$ cat src/rtl/cpu_state_pkg.sv
package cpu_state_pkg;
    // status word field positions
    localparam int unsigned flag_lsb = 0;
    localparam int unsigned ie_bit = 16;
    localparam int unsigned ss_bit = 17;
    localparam int unsigned pm_bit = 20;
    localparam int unsigned mask_lsb = 24;
    localparam logic [3:0] mask_all = 4'hf;
    // values after reset
    localparam logic [3:0] flags_rst = 4'h0;
    localparam logic [3:0] mask_rst = 4'h0;
    localparam logic ie_rst = 1'b0;
    localparam logic ss_rst = 1'b0;
    localparam logic pm_rst = 1'b0;
    localparam logic [31:0] word_rst = 32'h0000_0000;
    localparam logic [63:0] sum_rd_rst = 64'h0;

    typedef enum logic [3:0] {
        op_none = 4'h0,
        op_wr_status = 4'h1,
        op_wr_ctrl = 4'h2,
        op_set_mask = 4'h3,
        op_exc_return = 4'h4,
        op_fast_return = 4'h5,
        op_wait = 4'h6,
        op_sum_write_high = 4'h7,
        op_sum_write_low = 4'h8,
        op_sum_read_high = 4'h9,
        op_sum_read_middle = 4'ha,
        op_multiply = 4'hb
    } op_e;

    typedef enum logic [2:0] {
        ctrl_isp = 3'h0,
        ctrl_usp = 3'h1,
        ctrl_vector_base_reg = 3'h2,
        ctrl_bpc = 3'h3,
        ctrl_fast_saved_status = 3'h4,
        ctrl_fast_irq_vector = 3'h5
    } ctrl_e;

    typedef enum logic [1:0] {
        cause_none = 2'h0,
        cause_nmi = 2'h1,
        cause_sync = 2'h2,
        cause_irq = 2'h3
    } cause_e;

    // assemble a status word, reserved bits zero
    function automatic logic [31:0] pack_status(input logic [3:0] flags, input logic ie, input logic ss,
                                                input logic pm, input logic [3:0] mask);
        logic [31:0] w;
        w = 32'h0;
        w[flag_lsb +: 4] = flags;
        w[ie_bit] = ie;
        w[ss_bit] = ss;
        w[pm_bit] = pm;
        w[mask_lsb +: 4] = mask;
        return w;
    endfunction : pack_status

    // reverse byte lanes
    function automatic logic [31:0] swap_lanes(input logic [31:0] w);
        return {w[7:0], w[15:8], w[23:16], w[31:24]};
    endfunction : swap_lanes
endpackage : cpu_state_pkg

$ cat src/rtl/dsp_sum_unit.sv
`timescale 1ns/1ps
module dsp_sum_unit #(
    parameter int unsigned width = 64
) (
    input wire logic mclk,
    input wire logic rst,
    input wire logic write_high,
    input wire logic write_low,
    input wire logic mul_write,
    input wire logic read_high,
    input wire logic read_middle,
    input wire logic [31:0] wr_data,
    input wire logic [width-1:0] mul_value,
    output logic [31:0] rd_data,
    output logic rd_valid
);
    // accumulator itself has no reset
    logic [width-1:0] dsp_sum_register;
    logic [width-1:0] next_sum;
    logic [31:0] next_rd_data;
    logic next_rd_valid;

    always_comb begin
        next_sum = dsp_sum_register;
        if (mul_write) begin
            next_sum = mul_value;
        end else begin
            if (write_high) begin
                next_sum[63:32] = wr_data;
            end
            if (write_low) begin
                next_sum[31:0] = wr_data;
            end
        end
    end

    always_comb begin
        next_rd_valid = read_high || read_middle;
        next_rd_data = rd_data;
        if (read_high) begin
            next_rd_data = dsp_sum_register[63:32];
        end else if (read_middle) begin
            next_rd_data = dsp_sum_register[47:16];
        end
    end

    always_ff @(posedge mclk) begin
        dsp_sum_register <= next_sum;
    end

    always_ff @(posedge mclk) begin
        if (rst) begin
            rd_data <= cpu_state_pkg::word_rst;
            rd_valid <= 1'b0;
        end else begin
            rd_data <= next_rd_data;
            rd_valid <= next_rd_valid;
        end
    end
endmodule : dsp_sum_unit

$ cat src/rtl/lane_steer.sv
`timescale 1ns/1ps
module lane_steer (
    input wire logic mclk,
    input wire logic rst,
    input wire logic endian_big,
    input wire logic ld_valid,
    input wire logic [31:0] ld_mem_bytes,
    input wire logic st_valid,
    input wire logic [31:0] st_reg,
    input wire logic fetch_valid,
    input wire logic [31:0] fetch_mem_bytes,
    output logic [31:0] ld_reg,
    output logic ld_done,
    output logic [31:0] st_mem_bytes,
    output logic st_done,
    output logic [31:0] fetch_word,
    output logic fetch_done
);
    // memory byte k (address A+k) sits in bits 8k+7..8k
    logic [31:0] next_ld_reg;
    logic [31:0] next_st_mem;
    logic [31:0] next_fetch;

    always_comb begin
        next_ld_reg = ld_valid ? (endian_big ? cpu_state_pkg::swap_lanes(ld_mem_bytes)
                                             : ld_mem_bytes) : ld_reg;
        next_st_mem = st_valid ? (endian_big ? cpu_state_pkg::swap_lanes(st_reg)
                                             : st_reg) : st_mem_bytes;
        next_fetch = fetch_valid ? fetch_mem_bytes : fetch_word;
    end

    always_ff @(posedge mclk) begin
        if (rst) begin
            ld_reg <= cpu_state_pkg::word_rst;
            st_mem_bytes <= cpu_state_pkg::word_rst;
            fetch_word <= cpu_state_pkg::word_rst;
            ld_done <= 1'b0;
            st_done <= 1'b0;
            fetch_done <= 1'b0;
        end else begin
            ld_reg <= next_ld_reg;
            st_mem_bytes <= next_st_mem;
            fetch_word <= next_fetch;
            ld_done <= ld_valid;
            st_done <= st_valid;
            fetch_done <= fetch_valid;
        end
    end
endmodule : lane_steer

$ cat src/rtl/cpu_mode_status_endian.sv
`timescale 1ns/1ps
module cpu_mode_status_endian (
    input wire logic mclk,
    input wire logic rst,
    input wire logic endian_strap,
    input wire logic [31:0] pc,
    input wire logic op_valid,
    input wire logic [3:0] op_code,
    input wire logic [2:0] op_ctrl_sel,
    input wire logic [31:0] op_data,
    input wire logic [63:0] mul_value,
    input wire logic [3:0] next_flags_in,
    input wire logic flags_update,
    input wire logic sync_exc_req,
    input wire logic nmi_req,
    input wire logic irq_req,
    input wire logic [3:0] irq_prio,
    input wire logic irq_fast,
    input wire logic ld_valid,
    input wire logic [31:0] ld_mem_bytes,
    input wire logic st_valid,
    input wire logic [31:0] st_reg,
    input wire logic fetch_valid,
    input wire logic [31:0] fetch_mem_bytes,
    output logic op_done,
    output logic nmi_ack,
    output logic irq_ack,
    output logic priv_fault,
    output logic [31:0] status_word,
    output logic [31:0] active_sp,
    output logic [31:0] irq_stack_ptr,
    output logic [31:0] app_stack_ptr,
    output logic [31:0] vector_base_reg,
    output logic [31:0] fast_saved_pc,
    output logic [31:0] fast_saved_status,
    output logic [31:0] fast_irq_vector,
    output logic waiting,
    output logic endian_big,
    output logic exc_taken,
    output logic [1:0] exc_cause,
    output logic [31:0] exc_saved_status,
    output logic branch_valid,
    output logic [31:0] branch_addr,
    output logic [31:0] sum_rd_data,
    output logic sum_rd_valid,
    output logic [31:0] ld_reg,
    output logic ld_done,
    output logic [31:0] st_mem_bytes,
    output logic st_done,
    output logic [31:0] fetch_word,
    output logic fetch_done
);
    logic [3:0] flags, next_flags;
    logic ie, next_ie;
    logic ss, next_ss;
    logic pm, next_pm;
    logic [3:0] cpu_priority_mask, next_mask;
    logic [31:0] next_isp, next_usp, next_vector_base_reg, next_bpc, next_fast_saved_status, next_fast_irq_vector;
    logic next_waiting;
    logic next_exc_taken;
    logic [1:0] next_exc_cause;
    logic [31:0] next_exc_saved;
    logic next_branch_valid;
    logic [31:0] next_branch_addr;
    logic processor_mode_bit;
    logic priv_op;
    logic sync_take;
    logic any_take;
    logic go;
    cpu_state_pkg::op_e op;
    cpu_state_pkg::ctrl_e csel;

    assign op = cpu_state_pkg::op_e'(op_code);
    assign csel = cpu_state_pkg::ctrl_e'(op_ctrl_sel);
    assign processor_mode_bit = pm;
    assign status_word = cpu_state_pkg::pack_status(flags, ie, ss, pm, cpu_priority_mask);
    assign active_sp = ss ? app_stack_ptr : irq_stack_ptr;

    // acceptance: nmi, then synchronous faults, then maskable interrupts
    always_comb begin
        priv_op = op_valid && (op == cpu_state_pkg::op_set_mask || op == cpu_state_pkg::op_exc_return
                               || op == cpu_state_pkg::op_fast_return || op == cpu_state_pkg::op_wait);
        priv_fault = priv_op && processor_mode_bit && !nmi_req;
        nmi_ack = nmi_req;
        sync_take = !nmi_req && (priv_fault || sync_exc_req);
        irq_ack = !nmi_req && !sync_take && irq_req && ie && (irq_prio > cpu_priority_mask);
        any_take = nmi_ack || sync_take || irq_ack;
        go = op_valid && !any_take;
        op_done = go;
    end

    always_comb begin
        next_flags = flags;
        next_ie = ie;
        next_ss = ss;
        next_pm = pm;
        next_mask = cpu_priority_mask;
        next_isp = irq_stack_ptr;
        next_usp = app_stack_ptr;
        next_vector_base_reg = vector_base_reg;
        next_bpc = fast_saved_pc;
        next_fast_saved_status = fast_saved_status;
        next_fast_irq_vector = fast_irq_vector;
        next_waiting = waiting;
        next_exc_taken = 1'b0;
        next_exc_cause = cpu_state_pkg::cause_none;
        next_exc_saved = exc_saved_status;
        next_branch_valid = 1'b0;
        next_branch_addr = branch_addr;
        if (flags_update) begin
            next_flags = next_flags_in;
        end
        if (any_take) begin
            next_exc_taken = 1'b1;
            next_exc_saved = status_word;
            next_pm = 1'b0;
            next_ss = 1'b0;
            next_ie = 1'b0;
            next_waiting = 1'b0;
            if (nmi_ack) begin
                next_exc_cause = cpu_state_pkg::cause_nmi;
                next_mask = cpu_state_pkg::mask_all;
            end else if (sync_take) begin
                next_exc_cause = cpu_state_pkg::cause_sync;
            end else begin
                next_exc_cause = cpu_state_pkg::cause_irq;
                next_mask = irq_prio;
                if (irq_fast) begin
                    next_bpc = pc;
                    next_fast_saved_status = status_word;
                    next_branch_valid = 1'b1;
                    next_branch_addr = fast_irq_vector;
                end
            end
        end else if (go) begin
            unique case (op)
                cpu_state_pkg::op_wr_status: begin
                    next_flags = op_data[cpu_state_pkg::flag_lsb +: 4];
                    if (!processor_mode_bit) begin
                        next_ie = op_data[cpu_state_pkg::ie_bit];
                        next_ss = op_data[cpu_state_pkg::ss_bit];
                        next_mask = op_data[cpu_state_pkg::mask_lsb +: 4];
                    end
                end
                cpu_state_pkg::op_wr_ctrl: begin
                    if (csel == cpu_state_pkg::ctrl_usp) begin
                        next_usp = op_data;
                    end else if (!processor_mode_bit) begin
                        unique case (csel)
                            cpu_state_pkg::ctrl_isp: next_isp = op_data;
                            cpu_state_pkg::ctrl_vector_base_reg: next_vector_base_reg = op_data;
                            cpu_state_pkg::ctrl_bpc: next_bpc = op_data;
                            cpu_state_pkg::ctrl_fast_saved_status: next_fast_saved_status = cpu_state_pkg::pack_status(
                                op_data[3:0], op_data[16], op_data[17], op_data[20], op_data[27:24]);
                            cpu_state_pkg::ctrl_fast_irq_vector: next_fast_irq_vector = op_data;
                            default: next_fast_irq_vector = fast_irq_vector;
                        endcase
                    end
                end
                cpu_state_pkg::op_set_mask: next_mask = op_data[3:0];
                cpu_state_pkg::op_exc_return: begin
                    next_flags = op_data[cpu_state_pkg::flag_lsb +: 4];
                    next_ie = op_data[cpu_state_pkg::ie_bit];
                    next_ss = op_data[cpu_state_pkg::ss_bit];
                    next_pm = op_data[cpu_state_pkg::pm_bit];
                    next_mask = op_data[cpu_state_pkg::mask_lsb +: 4];
                end
                cpu_state_pkg::op_fast_return: begin
                    next_flags = fast_saved_status[cpu_state_pkg::flag_lsb +: 4];
                    next_ie = fast_saved_status[cpu_state_pkg::ie_bit];
                    next_ss = fast_saved_status[cpu_state_pkg::ss_bit];
                    next_pm = fast_saved_status[cpu_state_pkg::pm_bit];
                    next_mask = fast_saved_status[cpu_state_pkg::mask_lsb +: 4];
                    next_branch_valid = 1'b1;
                    next_branch_addr = fast_saved_pc;
                end
                cpu_state_pkg::op_wait: next_waiting = 1'b1;
                default: next_waiting = waiting;
            endcase
            if (!pm && next_pm) begin
                next_ss = 1'b1;
            end
        end
    end

    always_ff @(posedge mclk) begin
        if (rst) begin
            flags <= cpu_state_pkg::flags_rst;
            ie <= cpu_state_pkg::ie_rst;
            ss <= cpu_state_pkg::ss_rst;
            pm <= cpu_state_pkg::pm_rst;
            cpu_priority_mask <= cpu_state_pkg::mask_rst;
            irq_stack_ptr <= cpu_state_pkg::word_rst;
            app_stack_ptr <= cpu_state_pkg::word_rst;
            vector_base_reg <= cpu_state_pkg::word_rst;
            fast_saved_pc <= cpu_state_pkg::word_rst;
            fast_saved_status <= cpu_state_pkg::word_rst;
            fast_irq_vector <= cpu_state_pkg::word_rst;
            waiting <= 1'b0;
            exc_taken <= 1'b0;
            exc_cause <= cpu_state_pkg::cause_none;
            exc_saved_status <= cpu_state_pkg::word_rst;
            branch_valid <= 1'b0;
            branch_addr <= cpu_state_pkg::word_rst;
        end else begin
            flags <= next_flags;
            ie <= next_ie;
            ss <= next_ss;
            pm <= next_pm;
            cpu_priority_mask <= next_mask;
            irq_stack_ptr <= next_isp;
            app_stack_ptr <= next_usp;
            vector_base_reg <= next_vector_base_reg;
            fast_saved_pc <= next_bpc;
            fast_saved_status <= next_fast_saved_status;
            fast_irq_vector <= next_fast_irq_vector;
            waiting <= next_waiting;
            exc_taken <= next_exc_taken;
            exc_cause <= next_exc_cause;
            exc_saved_status <= next_exc_saved;
            branch_valid <= next_branch_valid;
            branch_addr <= next_branch_addr;
        end
    end

    // endian strap held while reset is asserted, frozen after release
    logic next_endian;
    always_comb begin
        next_endian = rst ? endian_strap : endian_big;
    end
    always_ff @(posedge mclk) begin
        endian_big <= next_endian;
    end

    dsp_sum_unit #(.width(64)) u_sum (
        .mclk(mclk),
        .rst(rst),
        .write_high(go && op == cpu_state_pkg::op_sum_write_high),
        .write_low(go && op == cpu_state_pkg::op_sum_write_low),
        .mul_write(go && op == cpu_state_pkg::op_multiply),
        .read_high(go && op == cpu_state_pkg::op_sum_read_high),
        .read_middle(go && op == cpu_state_pkg::op_sum_read_middle),
        .wr_data(op_data),
        .mul_value(mul_value),
        .rd_data(sum_rd_data),
        .rd_valid(sum_rd_valid)
    );

    lane_steer u_lanes (
        .mclk(mclk),
        .rst(rst),
        .endian_big(endian_big),
        .ld_valid(ld_valid),
        .ld_mem_bytes(ld_mem_bytes),
        .st_valid(st_valid),
        .st_reg(st_reg),
        .fetch_valid(fetch_valid),
        .fetch_mem_bytes(fetch_mem_bytes),
        .ld_reg(ld_reg),
        .ld_done(ld_done),
        .st_mem_bytes(st_mem_bytes),
        .st_done(st_done),
        .fetch_word(fetch_word),
        .fetch_done(fetch_done)
    );
endmodule : cpu_mode_status_endian

$ cat config.mk
export PLATFORM = sky130hd
export DESIGN_NAME = cpu_mode_status_endian
export DESIGN_NICKNAME = d
export VERILOG_FILES = /design/src/rtl/cpu_state_pkg.sv /design/src/rtl/dsp_sum_unit.sv /design/src/rtl/lane_steer.sv /design/src/rtl/cpu_mode_status_endian.sv
export SDC_FILE = /design/constraint.sdc
export NUM_CORES = 1
export LEC_CHECK = 0
export BUFFER_PORTS_ARGS = -buffer_cell sky130_fd_sc_hd__buf_2
export CAP_MARGIN = 15
export CORE_AREA = 2 2 279 281
export DETAILED_ROUTE_END_ITERATION = 10
export DIE_AREA = 0 0 281 283
export HOLD_SLACK_MARGIN = 0.08
export PLACE_DENSITY = 0.46
export REMOVE_ABC_BUFFERS = 1
export SYNTH_ARGS = -nofsm -noshare
export SYNTH_HDL_FRONTEND = slang
export SYNTH_SLANG_ARGS = --single-unit
$ cat constraint.sdc
create_clock -name mclk -period 4.78 [get_ports mclk]
set_clock_uncertainty 0.15 [all_clocks]
set_input_delay 0.717 -clock mclk [delete_from_list [all_inputs] [get_ports mclk]]
set_output_delay 0.717 -clock mclk [all_outputs]
set_load 0.05 [all_outputs]
==> results of run 1 <==
==> metrics by stage <==
step / instances / instance area (sq um) / hold slack, ns / TNS, ns
detailed placement: 3356 / 21380 / 0.2900 / 0
finish: 3454 / 23170 / 0.1607 / 0
CTS: 3450 / 23160 / 0.1144 / 0
floorplan: 1655 / 16580 / 0.2983 / -483.57
global placement: 3356 / 21380 / 0.2843 / 0
global route: 3453 / 23170 / 0.1140 / 0
==> layout make-up <==
type	count	area [sq um]	area share
Antenna cell	4	10.01	0.0004319
Clock inverter	11	152.6	0.006587
Timing Repair Buffer	661	3438	0.1484
Multi-Input combinational cell	1235	7886	0.3403
Clock buffer	83	1632	0.07041
Sequential cell	411	8720	0.3763
Inverter	9	33.78	0.001458
Tap cell	1040	1301	0.05615
==> layout by cell type, fill, tap and decap left out, types with 3 or more instances in the layout <==
cell type,count
nor2_1,269
buf_4,24
and2_0,13
nand4_1,3
clkbuf_16,55
conb_1,63
a221o_1,16
a22oi_1,20
nand2_1,246
nand3_1,8
a311oi_1,64
edfxtp_1,49
mux2i_1,199
a211oi_1,67
bufinv_16,3
mux2_2,85
buf_12,4
clkbuf_8,15
nor4_1,4
clkinv_2,5
o21ai_1,3
buf_2,632
ha_1,4
o21ai_0,16
nor3_1,18
and3b_1,13
dfxtp_1,361
a21oi_1,52
inv_1,9
nand2b_1,6
diode_2,4
and2_1,4
clkbuf_1,13
nor4b_1,3
nor2b_1,20
==> cells in the mapped netlist (3+ instances only) <==
master,count
dfxtp_1,362
edfxtp_1,49
nand2_1,246
nor2_1,269
a221o_1,16
and2_1,4
ha_1,4
nand2b_1,6
a311oi_1,64
and3b_1,13
nand3_1,9
a22oi_1,20
inv_1,9
nor4b_1,3
a31oi_1,3
mux2i_1,199
clkbuf_1,103
a21oi_1,52
mux2_2,87
nand4_1,3
o21ai_0,16
a211oi_1,67
buf_2,23
buf_4,75
nor3_1,20
and2_0,13
o21ai_1,3
nor2b_1,22
buf_1,12
nor4_1,5
==> worst paths after layout <==
check                                          start                 to  slack [ns]  depth (start not counted)
worst max-delay path            cpu_priority_mask[2]            op_done        0.89                          9
worst min-delay path                    endian_strap         endian_big        0.16                          1
worst max register to register  cpu_priority_mask[2]  irq_stack_ptr[28]        1.14                         11
worst min register to register     u_sum.rd_data[23]  u_sum.rd_data[23]        0.29                          2
==> worst max-delay path, cell delays in order, from the launching register on <==
cell and delay, ns:
dfxtp_1 0.38, inv_1 0.06, ha_1 0.30, and4b_1 0.21, a211o_1 0.33, a2111oi_4 0.36
buf_4 0.20, nand2_1 0.17, inv_1 0.12, buf_2 0.31
==> layer usage <==
metal  wire, um  track usage
met5         71            0
met4       1654      0.04572
met3       4692      0.04164
met2      33240       0.2837
met1      27560       0.1932
==> where the power goes <==
group	switching (mW)	leakage, nW	internal (mW)
Sequential	0.0697	3.39	3.60
Combinational	0.883	6.41	0.310
Clock	1.58	0.882	2.49
Total	2.53	10.7	6.40
==> kinds of logic (layout without fill, tap and decap cells) <==
logic type	count (synthesis)	count (layout)
adders and majority gates	4	4
buffers and inverters	224	764
DFF	411	411
AOI/OAI and AO/OA	255	255
other	1	67
xor gates and xnor gates	2	2
muxes	286	286
and+or+nand+nor	625	625
==> metrics, run 1 <==
DP HPWL 49,230 um; CTS Buf Count 50; H-tree depth 2; I/O Buffers around 630; utilization after layout 0.3021; main area contributors after synthesis dfxtp_1 (41%), mux2i_1 (11%), edfxtp_1 (8.4%); ANT nets after route 0; Synth warnings 0; final setup margin 0.8874 ns; Startpoint Class register; Simple-Gate Fraction of Synth Area 0.1523; Detailed Route WL ~67,000 um; drt pass-1 iters 5; Reg with most FFs u_sum.dsp_sum_register; drt drc 0; clk sinks about 400; peak fanout along the critical path 6; max-cap violations 0; drt wl/cell approximately 19 um; Gate Count Post-Synth 1,808; Final GP Congestion between 0.8 and 0.9; Synth-to-Final Area Change 32.58%; final-report hold violation count 0; max frequency approximately 260 MHz; Longest Clk Path Bufs 3; Post-synth ARST share 0; total power between 8 and 9 mW; initial drt markers 801; core area roughly 0.077 sq mm; area leader, netlist dfxtp_1; DIE WIDTH 281 um; hold crit path type input pin to register; routed vias/inst ~4.5; Netlist cell types 54; measured slew at the worst slew-check pin 1.103 ns; vias in the first global route approximately 15,000; final worst path period need ~3.9 ns; power per cell area 385.5 mW/mm^2; GR Overflow Total 0; GRT Resource Usage Total 0.1617; top cell type's share of synthesized area 0.4146; crit path DAT roughly 3 ns; Final setup viols 0; Synth Area per Inst about 9.7 sq um; Die Ht around 280 um; Post-synth EDFFs 49; Layout fillers 8,193; initial core utilization 0.2279; Top Ports between 700 and 800; adder-cell share of the synthesized area 0.002863; register area share after synthesis 0.4988; XOR/XNOR share of the synthesized area 0.001002; Peak VDD IR around 0.24 mV; Leak 10.69 nW; status finished, final reports clean; CTS tree yes; initial antenna violation count 11; Slew Limit Fails 0; final net count about 2,600; Root Buffer clkbuf_16; flip-flop count of the largest register after layout 48; share of post-route cells with drive strength above 1 0.3506; worst path required time 3.91 ns; Post-CTS Setup Inserts 0; CP Class register to output port; Critical Path End Type output port; synthesized flop and latch total just over 400; post-cts repair resize count 0; Post-synth top flop dfxtp_1; main combinational cell family by area after synthesis multiplexers; standard-cell rows approximately 100; first-pass GRT wire length a little under 100,000 um; die area around 0.080 sq mm; compound-cell area share of the yosys netlist 0.1082; largest net degree at the start of global routing roughly 110; via count approximately 15,000; fin crit share 0.8143; synthesized area about 0.017 sq mm; setup repair after global routing missed its margin no; clock-pin slew on the worst setup and hold paths around 0.06 ns; Post-CTS Hold Buffers 0; multiplexer area fraction after synthesis 0.1700; Slew headroom 0.2645; Worst-Skew Late Latency around 0.6 ns; setup slack after placement 0.7247 ns
No activity file was read; power rests on OpenSTA's default activity.
==> run 2: changes to the inputs <==
ABC_AREA = 1   (was unset)
CORE_AREA = 2 2 277 279   (was 2 2 279 281)
DIE_AREA = 0 0 279 281   (was 0 0 281 283)
PLACE_DENSITY = 0.49   (was 0.46)
clock period = 3.4 ns   (was 4.78 ns; I/O delays follow)
==> metrics, run 2 <==
status finished, final reports clean; most common cell after layout, fill and taps aside nand2_1; Critical Path End Type output port; clk sinks approximately 410; initial antenna violation count 9; share of post-route cells with drive strength above 1 0.2339; area of the multi-input gates ~0.0079 sq mm; drt pass-1 iters 6; CTS Buf Count 51; routed vias/inst around 4.4; Int Pwr 8.959 mW; Reg with most FFs u_sum.dsp_sum_register; Gate Count Post-Synth 2,715; Top Ports between 700 and 800; synthesized flop and latch total between 400 and 500; final net count 3,706; crit path DAT 2.39 ns; Synth Area per Inst roughly 6.9 sq um; register area share after synthesis 0.4676; most frequent cell after synthesis nand2_1; Worst-Skew Late Latency a little over 0.6 ns; Post-synth ARST share 0; CP Class input pin to output port; clock-pin slew on the worst setup and hold paths approximately 0.050 ns; Post-CTS Hold Buffers 160; main area contributors after synthesis dfxtp_1 (39%), nand2_1 (15%), nor2_1 (8.8%); register area 0.008720 sq mm; fin crit share 0.8965; Critical path origin nmi_req; Post-synth EDFFs 49; post-cts repair resize count 0; peak fanout along the critical path 8; commonest non-fill, non-tap cells in the layout nand2_1 (723), buf_2 (633), nor2_1 (433); Critical path buffers and inverters 4; via count a little under 20,000; max frequency ~330 MHz; Slew headroom 0.2461; Leak about 14 nW; CTS tree yes; worst path required time between 2 and 3 ns; setup repair after global routing missed its margin no; Layout fillers 8,176; hold crit path type input pin to register; max-cap violations 0; CP max-delay cell dlygate4sd3_1; Net Sw Power about 4 mW; Detailed Route WL 82,490 um; standard-cell rows ~100; sw frac 0.3052; Post-CTS Setup Inserts 0; total power between 10 and 15 mW; top cell type's share of synthesized area 0.3886; combinational power share 0.162; DIE WIDTH about 280 um; CP peak stage delay around 0.52 ns; Synth warnings 0; Synth-to-Final Area Change 39.64%; Longest Clk Path Bufs 3; delay-heaviest family, CP buffers and inverters; area leader, netlist dfxtp_1; initial core utilization 0.2472; Final GP Congestion 0.8418; Min-Delay Startpoint mul_value[47]; Setup TNS 0 ns; sequential power share 0.401; die area 0.07840 sq mm; power per cell area about 500 mW/mm^2; final worst path period need roughly 3.0 ns; drt wl/cell between 15 and 20 um; utilization after layout 0.3451; Root Buffer clkbuf_16; I/O Buffers ~630; measured slew at the worst slew-check pin approximately 1.1 ns; drt drc 0; largest net degree at the start of global routing 85; vias in the first global route 18,050; RR Startpoint cpu_priority_mask[3]; ANT nets after route 0; final-report hold violation count 0; GR Overflow Total 0; Slew Limit Fails 0; H-tree depth 2; initial drt markers ~1,200; Post-synth top flop dfxtp_1; Netlist cell types 34; Commonest cells post-synth nand2_1 (724), nor2_1 (435), dfxtp_1 (362); clock share of power 0.437; flip-flop count of the largest register after layout between 40 and 50; Peak VDD IR roughly 0.35 mV; first-pass GRT wire length approximately 120,000 um; synthesized area about 0.019 sq mm; Final setup viols 0; DP HPWL about 60,000 um; Startpoint Class input pin; Die Ht about 280 um; core area approximately 0.075 sq mm; GRT Resource Usage Total 0.2019; crit path cell chain dlygate4sd3_1 > buf_2 > inv_2 > nand2_1 > nor2_2 > a21oi_2 > nand3_4 > nor2_2 > buf_2
run 2: area by class of cell:
class                           instances  area share
Inverter                              296     0.04296
Timing Repair Buffer                  848      0.2043
Clock buffer                           70     0.05603
Multi-Input combinational cell       1843      0.3046
Sequential cell                       411      0.3349
Antenna cell                            6   0.0005766
Clock inverter                         20    0.009659
Tap cell                              978     0.04700
run 2: kinds of logic after synthesis:
logic type | after synthesis | synth area share
adder cells (fa/ha/maj) | 4 | 0.002684
AND/OR/NAND/NOR | 1252 | 0.2636
buffers and inverters | 523 | 0.1233
other | 1 | 0.0002011
multiplexers | 4 | 0.002147
AO/OA/AOI/OAI | 520 | 0.1404
flip-flops | 411 | 0.4676
run 2: worst paths after layout:
path                                      to  slack, ns  depth (start not counted)
setup / recovery                     op_done       0.35                          9
hold / removal    u_sum.dsp_sum_register[47]       0.11                          3
setup reg to reg           u_sum.rd_data[19]       0.36                         15
hold reg to reg            app_stack_ptr[11]       0.31                          2
run 2: routing by layer:
layer  global-route usage  up-vias  wire length (um)
met5                    0        -                37
met4              0.06093        6              2143
met3              0.04905      129              5634
met2               0.3385      657             38920
met1               0.2557     8875             35750
li1                     -     9789                 -
run 2: metrics by stage:
stage / hold WS (ns) / worst slack (ns) / instances / instance area [sq um]
after detailed placement: 0.3013 / 0.06463 / 4216 / 22710
final: 0.1143 / 0.3518 / 4472 / 26040
after global routing: 0.1009 / 0.05015 / 4471 / 26040
after CTS: 0.08355 / 0.3113 / 4466 / 26020
after global placement: 0.2990 / 0.1008 / 4216 / 22710
after floorplan: 0.3990 / -2.070 / 2550 / 17690
run 2: power groups by stage:
stage	logic [mW]	clock network, mW	registers [mW]
2_1_floorplan	0.672	0	5.82
3_3_place_gp	1.94	0	5.27
3_5_place_dp	1.93	0	5.27
4_1_cts	2.10	5.78	5.17
5_1_grt	2.24	5.98	5.19
6_report	2.09	5.63	5.17
run 2: worst min-delay path, stage by stage:
cell	delay [ns]
buf_2	0.08
inv_1	0.03
o21ai_0	0.13
